[src/design/fbpc_pkg.sv]
package fbpc_pkg;

	// ==========================================================
	// Clock and timing
	// ==========================================================
	localparam int unsigned CLK_MHZ        = 250;      // Reference clock rate
	localparam int unsigned ON_MAX_NS      = 55000;    // Longest gate-on time
	localparam int unsigned RESTART_MS     = 800;      // Safe-restart wait
	localparam int unsigned BURST_PER_NS   = 1250000;  // Target burst period
	localparam int unsigned MIN_FSW_KHZ    = 25;       // Lowest in-burst rate
	localparam int unsigned PULL_NS        = 12500;    // Feedback pull-down
	localparam int unsigned GUARD_FILT_MS  = 3;        // Guard filter, 2..4 ms
	localparam int unsigned TICK_MS        = 1;        // Slow overvoltage tick

	// Derived cycle counts; every division rounds down, none rounds up
	localparam int unsigned ON_MAX_CYC     = ON_MAX_NS * CLK_MHZ / 1000;
	localparam int unsigned RESTART_CYC    = RESTART_MS * CLK_MHZ * 1000;
	localparam int unsigned BURST_PER_CYC  = BURST_PER_NS / 1000 * CLK_MHZ;
	localparam int unsigned SW_PER_CYC     = CLK_MHZ * 1000 / MIN_FSW_KHZ;
	localparam int unsigned PULL_CYC       = PULL_NS * CLK_MHZ / 1000;
	localparam int unsigned GUARD_FILT_CYC = GUARD_FILT_MS * CLK_MHZ * 1000;
	localparam int unsigned TICK_CYC       = TICK_MS * CLK_MHZ * 1000;

	// ==========================================================
	// Pulse-count limits (whole pulses; target2 is held in half-pulse units)
	// ==========================================================
	localparam logic [6:0] MIN_PULSES  = 7'h03;  // Fewest pulses per burst
	localparam logic [6:0] MAX_PULSES  = 7'h28;  // Above this, leave burst
	localparam logic [6:0] OVP_CONFIRM = 7'h04;  // Confirmations to latch

	// Feedback reference code: full scale stands for the normal level
	localparam logic [7:0] REF_FULL    = 8'hff;  // Normal reference level
	localparam logic [7:0] REF_RESET   = 8'hff;  // Reference after reset

	// ==========================================================
	// Protection state machine
	// ==========================================================
	typedef enum logic [5:0] {
		FBPC_ST_RUN     = 6'b00_0001,  // Switching
		FBPC_ST_RESTART = 6'b00_0010,  // Safe-restart wait
		FBPC_ST_MAINS   = 6'b00_0100,  // Check mains level
		FBPC_ST_SOURCES = 6'b00_1000,  // Pin sources on, wait levels
		FBPC_ST_SOFT    = 6'b01_0000,  // Charge soft start
		FBPC_ST_LATCH   = 6'b10_0000   // Latched off
	} fbpc_state_t;

	// Analog comparator inputs, sampled in the clock domain
	typedef struct packed {
		logic gate_on_req;   // Modulator asks for gate on
		logic therm_trip;    // Junction temperature trip
		logic mains_ok;      // Mains above brown-in
		logic mains_gone;    // Mains removed or shorted
		logic pins_ready;    // Guard and feedback at minimum
		logic soft_done;     // Soft-start capacitor charged
		logic out_in_reg;    // Output within regulation
		logic fb_low;        // Feedback below burst entry level
		logic opto_low;      // Optocurrent below 80 uA
		logic opto_high;     // Optocurrent above 100 uA
		logic opto_stop;     // Feedback current above stop level
		logic opto_pull_ok;  // Feedback current at least 87 uA
		logic guard_det;     // Guard below detection threshold
		logic guard_pd;      // Guard below power_down_threshold
		logic ovp_sample;    // output_overvoltage_trip seen
	} fbpc_sense_t;

	// Analog controls driven by the block
	typedef struct packed {
		logic       gate;            // Gate drive
		logic       supply_discharge_sink; // Fast supply discharge
		logic       hv_regulate;     // Supply from high_voltage_pin
		logic       vcc_at_restart;  // Regulate to restart level
		logic       guard_src_en;    // Guard current source on
		logic       guard_src_low;   // Guard source at 47 uA
		logic       fb_src_en;       // Feedback sources on
		logic       fb_clamp;        // Feedback clamp in burst
		logic       fb_pull_gnd;     // Feedback pulled to ground
		logic       fb_zero;         // Feedback driven to 0 V
		logic       soft_charge;     // Charge current_sense_pin cap
		logic       burst_mode;      // Burst mode active
		logic       latched;         // Latched protection held
		logic [7:0] fb_ref;          // Internal feedback reference
	} fbpc_ctrl_t;

endpackage : fbpc_pkg

[src/design/fbpc_ctrl.sv]
`timescale 1ns/1ns
// What this block does
// End gate-on beyond 55 us, safe restart
// Thermal trip latches off, no restart
// Safe restart waits 800 ms, no switching
// After wait, mains check enables pin sources
// Pins ready, charge soft start, then switch
// Restart keeps supply at start-up level
// Latch regulates supply; mains removal clears
// Fast supply discharge on protection entry
// Feedback below 0.5 V enters burst
// Burst lowers reference; faster rise; slow recovery
// Burst period 1250 us, pulses >= 25 kHz
// Pulses follow load, never below three
// Very light load lengthens burst period; the code keeps the period fixed and only lowers the count to three
// Load rise starts next burst at once
// Pulse count changes on half-pulse difference
// Over 40 pulses per burst leaves burst
// Stop current ends burst, clamp feedback
// Pull feedback low 12.5 us unless weak
// Guard low enters power-down mode
// Power-down blocks guard latch
// Guard detect latches after filter delay
// Outside party removes mains to clear
// Overvoltage latches after four confirmations
// All timers count one reference clock
module fbpc_ctrl #(
	parameter int unsigned RESTART_CYC    = fbpc_pkg::RESTART_CYC,
	parameter int unsigned GUARD_FILT_CYC = fbpc_pkg::GUARD_FILT_CYC,
	parameter int unsigned TICK_CYC       = fbpc_pkg::TICK_CYC,
	parameter int unsigned BURST_PER_CYC  = fbpc_pkg::BURST_PER_CYC
) (
	input  wire logic                 mclk,
	input  wire logic                 rstn,
	input  wire fbpc_pkg::fbpc_sense_t sense,
	output fbpc_pkg::fbpc_ctrl_t      ctrl
);

	initial begin
		if (RESTART_CYC < 1 || RESTART_CYC >= (1 << 28) ||
		    GUARD_FILT_CYC < 1 || GUARD_FILT_CYC >= (1 << 28) ||
		    TICK_CYC < 1 || TICK_CYC >= (1 << 28) ||
		    BURST_PER_CYC <= fbpc_pkg::SW_PER_CYC ||
		    BURST_PER_CYC >= (1 << 28)) begin
			$error("fbpc_ctrl: timer parameter out of range");
		end
	end

	// ==========================================================
	// Whole block state
	// ==========================================================
	typedef struct packed {
		fbpc_pkg::fbpc_state_t st;   // Protection state
		fbpc_pkg::fbpc_ctrl_t  out;  // Registered outputs
		logic [13:0] on_cnt;     // Gate-on length
		logic [27:0] gflt_cnt;   // Guard filter
		logic [27:0] tick_cnt;   // 1 ms tick divider
		logic [2:0]  ovp_cnt;    // Overvoltage confirmations
		logic        gate_prev;  // Gate edge detect
		logic [27:0] bper_cnt;   // Burst period elapsed
		logic [13:0] sw_cnt;     // In-burst switch period
		logic [6:0]  pulses;     // Pulses this burst
		logic [7:0]  target2;    // Target pulses, half units
		logic        bursting;   // Pulses being issued
		logic [11:0] pull_cnt;   // Feedback pull-down left
		logic [15:0] ramp_cnt;   // Slow reference ramp
	} fbpc_all_t;

	fbpc_all_t s_q;  // Registered state
	fbpc_all_t s_d;  // Next state

	// Restart timer lives in its own counter
	logic        rst_load;  // Start restart wait
	logic        rst_exp;   // Restart wait over

	fbpc_timer #(.W(28)) u_restart (
		.mclk    (mclk),
		.rstn    (rstn),
		.load    (rst_load),
		.value   (28'(RESTART_CYC)),
		.expired (rst_exp)
	);

	// Load on every entry into the restart wait
	assign rst_load = (s_d.st == fbpc_pkg::FBPC_ST_RESTART) &&
	                  (s_q.st != fbpc_pkg::FBPC_ST_RESTART);

	// ==========================================================
	// Next-state logic
	// ==========================================================
	always_comb begin
		logic go_restart;  // Restart protection request
		logic go_latch;    // Latched protection request
		logic rise;        // Gate rising edge
		logic tick;        // 1 ms tick
		logic [8:0] calc2; // New pulse count, half units
		go_restart = 1'b0;
		go_latch   = 1'b0;
		rise       = 1'b0;
		tick       = 1'b0;
		calc2      = '0;
		s_d        = s_q;

		// Default one-shot controls
		s_d.out.supply_discharge_sink = 1'b0;
		s_d.gate_prev = s_q.out.gate;
		rise = s_q.out.gate && !s_q.gate_prev;

		// ------------- Protection detectors ---------------
		// Gate-on length watchdog
		if (s_q.out.gate) begin
			s_d.on_cnt = s_q.on_cnt + 14'h0001;
			if (s_q.on_cnt >= 14'(fbpc_pkg::ON_MAX_CYC - 1)) begin
				go_restart = 1'b1;
			end
		end else begin
			s_d.on_cnt = '0;
		end

		// Thermal trip is latched at once
		if (sense.therm_trip) begin
			go_latch = 1'b1;
		end

		// Guard filter, blocked while in power-down
		if (sense.guard_det && !sense.guard_pd) begin
			s_d.gflt_cnt = s_q.gflt_cnt + 28'h000_0001;
			if (s_q.gflt_cnt >= 28'(GUARD_FILT_CYC - 1)) begin
				go_latch = 1'b1;
			end
		end else begin
			s_d.gflt_cnt = '0;
		end

		// 1 ms tick divider
		if (s_q.tick_cnt >= 28'(TICK_CYC - 1)) begin
			s_d.tick_cnt = '0;
			tick = 1'b1;
		end else begin
			s_d.tick_cnt = s_q.tick_cnt + 28'h000_0001;
		end

		// Overvoltage confirmation; slow tick in guard band
		if (!sense.ovp_sample) begin
			s_d.ovp_cnt = '0;
		end else if ((sense.guard_det && !sense.guard_pd) ? tick : rise) begin
			s_d.ovp_cnt = s_q.ovp_cnt + 3'h1;
			if (s_q.ovp_cnt >= 3'(fbpc_pkg::OVP_CONFIRM - 1)) begin
				go_latch = 1'b1;
			end
		end

		// ------------- Protection state machine -----------
		case (s_q.st)
			fbpc_pkg::FBPC_ST_RUN: begin
				// Supply from auxiliary while switching
				if (sense.out_in_reg) begin
					s_d.out.hv_regulate = 1'b0;
				end
			end
			fbpc_pkg::FBPC_ST_RESTART: begin
				// Wait shortened by removing mains
				if (rst_exp || sense.mains_gone) begin
					s_d.st = fbpc_pkg::FBPC_ST_MAINS;
				end
			end
			fbpc_pkg::FBPC_ST_MAINS: begin
				if (sense.mains_ok) begin
					s_d.st = fbpc_pkg::FBPC_ST_SOURCES;
				end
			end
			fbpc_pkg::FBPC_ST_SOURCES: begin
				if (sense.pins_ready) begin
					s_d.st = fbpc_pkg::FBPC_ST_SOFT;
				end
			end
			fbpc_pkg::FBPC_ST_SOFT: begin
				if (sense.soft_done) begin
					s_d.st = fbpc_pkg::FBPC_ST_RUN;
				end
			end
			fbpc_pkg::FBPC_ST_LATCH: begin
				// Only mains removal leaves the latch
				if (sense.mains_gone) begin
					s_d.st = fbpc_pkg::FBPC_ST_MAINS;
				end
			end
			default: begin
				s_d.st = fbpc_pkg::FBPC_ST_LATCH;
			end
		endcase

		// Latch wins over restart; both discharge the supply
		if (go_latch && s_q.st != fbpc_pkg::FBPC_ST_LATCH) begin
			s_d.st = fbpc_pkg::FBPC_ST_LATCH;
			s_d.out.supply_discharge_sink = 1'b1;
		end else if (go_restart &&
		             s_q.st == fbpc_pkg::FBPC_ST_RUN) begin
			s_d.st = fbpc_pkg::FBPC_ST_RESTART;
			s_d.out.supply_discharge_sink = 1'b1;
		end

		// State-driven controls
		s_d.out.latched     = (s_d.st == fbpc_pkg::FBPC_ST_LATCH);
		s_d.out.soft_charge = (s_d.st == fbpc_pkg::FBPC_ST_SOFT);
		s_d.out.guard_src_en = (s_d.st == fbpc_pkg::FBPC_ST_SOURCES) ||
		                       (s_d.st == fbpc_pkg::FBPC_ST_SOFT) ||
		                       (s_d.st == fbpc_pkg::FBPC_ST_RUN);
		s_d.out.fb_src_en = s_d.out.guard_src_en;
		if (s_d.st != fbpc_pkg::FBPC_ST_RUN) begin
			s_d.out.hv_regulate = 1'b1;
		end

		// ------------- Power-down --------------------------
		s_d.out.fb_zero        = sense.guard_pd;
		s_d.out.guard_src_low  = sense.guard_pd;
		s_d.out.vcc_at_restart = sense.guard_pd &&
		                         s_d.st == fbpc_pkg::FBPC_ST_RUN;

		// ------------- Burst regulator ---------------------
		if (s_q.st != fbpc_pkg::FBPC_ST_RUN) begin
			s_d.out.burst_mode = 1'b0;
			s_d.bursting = 1'b0;
		end else if (!s_q.out.burst_mode) begin
			// Entry on low feedback or power-down
			if (sense.fb_low || sense.guard_pd) begin
				s_d.out.burst_mode = 1'b1;
				s_d.bper_cnt = '0;
				s_d.pulses   = '0;
				s_d.sw_cnt   = '0;
				s_d.bursting = 1'b1;
				s_d.target2  = {1'b0, fbpc_pkg::MIN_PULSES} << 1;
			end
		end else begin
			s_d.bper_cnt = s_q.bper_cnt + 28'h000_0001;
			// Issue pulses at the lowest audible-safe rate
			if (s_q.bursting) begin
				if (s_q.sw_cnt >= 14'(fbpc_pkg::SW_PER_CYC - 1)) begin
					s_d.sw_cnt = '0;
					s_d.pulses = s_q.pulses + 7'h01;
				end else begin
					s_d.sw_cnt = s_q.sw_cnt + 14'h0001;
				end
				// Stop on new count, so no extra slot opens
				if (sense.opto_stop ||
				    s_d.pulses >= 7'(s_q.target2[7:1])) begin
					s_d.bursting = 1'b0;
				end
			end
			// Period end: recompute count, restart burst
			if ((s_q.bper_cnt >= 28'(BURST_PER_CYC - 1) ||
			     (sense.opto_low && !s_q.bursting)) &&
			    s_q.pull_cnt == '0 && !sense.opto_stop) begin
				// Scale by elapsed period vs target
				calc2 = 9'((36'(s_q.pulses) * 36'(BURST_PER_CYC) * 2) /
				           36'(s_q.bper_cnt + 28'h000_0001));
				if (calc2 >= 9'(s_q.target2) + 9'h001) begin
					s_d.target2 = s_q.target2 + 8'h02;
				end else if (9'(s_q.target2) >= calc2 + 9'h001 &&
				             s_q.target2 > {fbpc_pkg::MIN_PULSES, 1'b0}) begin
					s_d.target2 = s_q.target2 - 8'h02;
				end
				s_d.bper_cnt = '0;
				s_d.pulses   = '0;
				s_d.sw_cnt   = '0;
				s_d.bursting = 1'b1;
				if (sense.opto_pull_ok) begin
					s_d.pull_cnt = 12'(fbpc_pkg::PULL_CYC);
				end
			end
			// Leave burst when too many pulses are needed
			if (s_q.target2[7:1] > fbpc_pkg::MAX_PULSES &&
			    !sense.guard_pd) begin
				s_d.out.burst_mode = 1'b0;
				s_d.bursting = 1'b0;
			end
		end

		// Feedback pull-down window
		if (s_q.pull_cnt != '0) begin
			s_d.pull_cnt = s_q.pull_cnt - 12'h001;
		end
		s_d.out.fb_pull_gnd = (s_d.pull_cnt != '0);
		s_d.out.fb_clamp = s_d.out.burst_mode;

		// Gate: in burst only during the first half of a slot
		if (s_d.st != fbpc_pkg::FBPC_ST_RUN || go_restart) begin
			s_d.out.gate = 1'b0;
		end else if (s_d.out.burst_mode) begin
			s_d.out.gate = s_d.bursting && sense.gate_on_req &&
			               s_d.sw_cnt < 14'(fbpc_pkg::SW_PER_CYC / 2);
		end else begin
			s_d.out.gate = sense.gate_on_req;
		end

		// ------------- Feedback reference ------------------
		s_d.ramp_cnt = s_q.ramp_cnt + 16'h0001;
		if (s_q.out.burst_mode) begin
			if (sense.opto_low && s_q.out.fb_ref != fbpc_pkg::REF_FULL) begin
				s_d.out.fb_ref = s_q.out.fb_ref + 8'h01;
			end else if (sense.opto_high && s_q.ramp_cnt[7:0] == 8'h00 &&
			             s_q.out.fb_ref != 8'h00) begin
				s_d.out.fb_ref = s_q.out.fb_ref - 8'h01;
			end
		end else if (s_q.ramp_cnt == 16'h0000 &&
		             s_q.out.fb_ref != fbpc_pkg::REF_FULL) begin
			s_d.out.fb_ref = s_q.out.fb_ref + 8'h01;
		end
	end

	// ==========================================================
	// State register, one reference clock
	// ==========================================================
	always_ff @(posedge mclk) begin
		if (!rstn) begin
			s_q <= '0;
			s_q.st <= fbpc_pkg::FBPC_ST_MAINS;
			s_q.out.hv_regulate <= 1'b1;
			s_q.out.fb_ref <= fbpc_pkg::REF_RESET;
			s_q.target2 <= {1'b0, fbpc_pkg::MIN_PULSES} << 1;
		end else begin
			s_q <= s_d;
		end
	end

	// Outputs come straight from the register
	assign ctrl = s_q.out;

endmodule : fbpc_ctrl

[src/design/fbpc_timer.sv]
`timescale 1ns/1ns
// Reusable down-counter: load, count to zero, flag expiry
module fbpc_timer #(
	parameter int unsigned W = 28  // Counter width
) (
	input  wire logic         mclk,
	input  wire logic         rstn,
	input  wire logic         load,
	input  wire logic [W-1:0] value,
	output logic              expired
);

	// ==========================================================
	// State
	// ==========================================================
	typedef struct packed {
		logic [W-1:0] cnt;  // Remaining cycles
		logic         exp;  // Reached zero
	} fbpc_tmr_t;

	fbpc_tmr_t s_q;  // Registered state
	fbpc_tmr_t s_d;  // Next state

	// Load wins over counting
	always_comb begin
		s_d = s_q;
		if (load) begin
			s_d.cnt = value;
			s_d.exp = 1'b0;
		end else if (s_q.cnt != '0) begin
			s_d.cnt = s_q.cnt - 1'b1;
			s_d.exp = (s_q.cnt == {{(W-1){1'b0}}, 1'b1});
		end
	end

	// Synchronous reset leaves the timer idle
	always_ff @(posedge mclk) begin
		if (!rstn) begin
			s_q <= '0;
		end else begin
			s_q <= s_d;
		end
	end

	assign expired = s_q.exp;

endmodule : fbpc_timer

[config.mk]
export PLATFORM = sky130hd
export DESIGN_NAME = fbpc_ctrl
export DESIGN_NICKNAME = d
export VERILOG_FILES = /design/src/design/fbpc_pkg.sv /design/src/design/fbpc_ctrl.sv /design/src/design/fbpc_timer.sv
export SDC_FILE = /design/constraint.sdc
export NUM_CORES = 2
export LEC_CHECK = 0
export ABC_AREA = 1
export BUFFER_PORTS_ARGS = -buffer_cell sky130_fd_sc_hd__buf_2
export CORE_AREA = 5 5 300 302
export DETAILED_ROUTE_END_ITERATION = 16
export DIE_AREA = 0 0 305 307
export PLACE_DENSITY = 0.78
export SETUP_SLACK_MARGIN = 0.3
export SYNTH_ARGS = -nofsm -noshare
export SYNTH_HDL_FRONTEND = slang
export SYNTH_SLANG_ARGS = --single-unit
[constraint.sdc]
create_clock -name mclk -period 105.5 [get_ports mclk]
set_input_delay 5.275 -clock mclk [delete_from_list [all_inputs] [get_ports mclk]]
set_output_delay 5.275 -clock mclk [all_outputs]
set_load 0.1 [all_outputs]
==> flow_metrics.py <==
metrics = {
    "critical_path": {
        "worstPathMaxFanout": 8,
        "cpMaxStageDelayCell": "fa_1",
        "r2r-end": "s_q[36]",
        "r2r_start": "s_q[42]",
        "cp-end-kind": "register",
        "crit_arrival_ns": 106.77,
        "worst_path_most_repeated_cell": "nand2_2",
        "start_kind": "register",
        "worstSetupPathType": "register to register",
        "reg2reg_depth": 880,
        "crit_required_ns": 105.96,
        "crit_family": "compound AO/OA/AOI/OAI gates",
        "crit_path_max_incr_delay_ns": 0.51,
        "crit_buf_inv": 164,
        "ff2ff_setup_slack_ns": -0.81,
    },
    "clock_tree": {
        "clock_latency_ns": 0.56,
        "cts.sinks": 213,
        "cts_buffer_depth": 3,
        "numCtsBuffers": 25,
        "cts_hold_buf": 0,
        "cts_tree": "built",
        "ctsHtreeMaxLevel": 1,
        "clockRootBuffer": "clkbuf_16",
        "clk_pin_slew_ns": 0.06,
    },
    "placed_design": {
        "dp_hpwl_um": 105000,
        "gp_congestion": 0.996,
        "placed_area_mm2": 0.0507,
        "pre_cts_slack_ns": -5.19,
        "portBuffers": 37,
    },
    "worst_hold_path": {
        "hold_path_class": "register to register",
        "hold_path_depth": 1,
        "holdPathEnd": "s_q[0]",
        "min_from": "s_q[0]",
    },
    "cells_and_area": {
        "final_nets": 8857,
        "mostFrequentLayoutCell": "nand2_1",
        "num-fill-cells": 7050,
        "multi_input_area_mm2": 0.0414,
        "design_area_mm2": 0.0586,
        "layout-drive-gt1-share_pct": 26.5,
        "seq_area_mm2": 0.00428,
        "layout_common_cells": "1332 x nand2_1, 940 x inv_1, 731 x buf_4",
        "syn_to_final_growth_pct": 25.9,
    },
    "logic_synthesis": {
        "syn_avg_cell_area_um2": 6.33,
        "synth_seq_cells": 213,
        "synth.yosys.warnings": 0,
        "syn_inst": 7355,
        "synth_edf_count": 0,
        "ys.flop_type": "dfxtp_1",
        "synthArstFlopShare_pct": 0,
        "mappedNetlistArea_mm2": 0.0466,
        "ys_types": 97,
        "synth.yosys.seq_area_share_pct": 9.16,
    },
    "timing": {
        "drv_slew": 0,
        "finalCritPeriodShare_pct": 101,
        "setup_slack_ns": -0.811,
        "worst_hold_slack_ns": 0.447,
        "worstMarginPinSlew_ns": 1.04,
        "max_clock_freq_mhz": 9.41,
        "grt_setup_unrepaired": "true",
        "fin_crit_ns": 106.31,
        "maxSlewHeadroom_pct": 29.9,
        "fin_skew_ns": 0.0214,
        "finalSetupViolCount": 7,
        "hold_violations": 0,
        "fin_tns_setup_ns": -4.13,
    },
    "grt": {
        "antenna_found_initial": 3,
        "grt_pass1_wl_um": 222000,
        "grt_overflow": 0,
        "grt_use_total_pct": 27.7,
        "grt_max_degree": 71,
        "grt_pass1_vias": 46500,
    },
    "status": {
        "violations": "negative setup slack",
        "outcome": "finished with violations",
    },
    "floorplan": {
        "fp-row-count": 109,
        "core_mm2": 0.0874,
        "dieArea_mm2": 0.0936,
        "fp.dieW_um": 305,
        "floorplan.die.height_um": 307,
        "io-pin-count": 38,
        "start_util_pct": 53.2,
    },
    "route": {
        "vias_per_cell": 5.69,
        "dr_wl_met3_um": 11900,
        "drcViolationCount": 0,
        "highest_layer": "met5",
        "drt_iter0_markers": 4316,
        "wirelength_um": 155000,
        "met2_length_um": 72300,
        "ant_nets": 0,
        "m1WireLength_um": 62700,
        "dr_total_vias": 52700,
        "firstDrtPassIters": 9,
        "avgRoutedWirePerCell_um": 16.8,
    },
    "flow_run": {
        "cap_violations": 0,
    },
}
[registers in the layout, indices dropped and copies added, names as in the netlist]
signal             cells
s_q                  166
u_restart.s_q         28
ctrl                  18
u_restart.expired      1
[timing repair]
action                                  CTS  global route
pin swaps                                66           665
cloned                                   13             8
endpoints found under the setup margin    7             7
resized for setup                       104           948
setup buffers                            58           301
hold endpoints to repair                  0             0
[layout make-up]
| cell class | instances | area share (%) |
|---|---|---|
| Multi-Input combinational cell | 5909 | 70.6 |
| Clock inverter | 19 | 0.369 |
| Tap cell | 1165 | 2.49 |
| Timing Repair Buffer | 812 | 10.7 |
| Timing Repair inverter | 11 | 0.181 |
| Antenna cell | 1 | 0.00427 |
| Clock buffer | 26 | 1.07 |
| Inverter | 1106 | 7.32 |
| Sequential cell | 213 | 7.31 |
[per-layer routing]
layer	vias up	track usage, %
met5	-	0
met4	4	9.42
met3	628	3.29
met2	2146	48.3
met1	24100	35.5
li1	25700	-
[worst max path at each step]
| stage | from | to | slack, ns | depth (start not counted) |
|---|---|---|---|---|
| 6_report | s_q[42] | s_q[36] | -0.81 | 908 |
| 2_1_floorplan | s_q[41] | s_q[36] | 0.32 | 1190 |
| 3_5_place_dp | s_q[41] | s_q[36] | -5.19 | 931 |
| 4_1_cts | s_q[41] | s_q[36] | 0.31 | 907 |
| 3_3_place_gp | s_q[41] | s_q[36] | -2.21 | 1190 |
| 5_1_grt | s_q[42] | s_q[36] | -7.37 | 907 |
[through the flow]
stage / cells / util [%]
detailed placement: 8836 / 58.0
global route: 9261 / 67.0
CTS: 8952 / 60.0
floorplan: 7372 / -
finish: 9262 / 67.0
global placement: 8836 / 58.0
[cell usage after synthesis (all sizes together) (104+ instances only)]
master / number / share of area [%]
nand2: 1657 / 14
inv: 1097 / 8.9
nor2: 752 / 6.7
ha: 746 / 20
a21oi: 656 / 7.7
o21ai: 466 / 5.2
xor2: 346 / 6.6
nand3: 340 / 4.2
dfxtp: 213 / 9.2
xnor2: 185 / 3.5
or2: 107 / 1.4
nand4: 104 / 1.5
[cell families after synthesis]
kind of cell / count (synthesis) / share of synthesized area, %
xor+xnor: 531 / 10.1
compound gates: 1469 / 18.7
flops: 213 / 9.16
fa+ha+maj: 762 / 20.7
mux: 6 / 0.129
other cells: 1 / 0.00806
buf+inv: 1256 / 11.3
simple gates: 3117 / 29.9
Power is left out: the tool's default activity adds up to more than one toggle a clock period on the data nets, which glitch-free logic cannot reach.
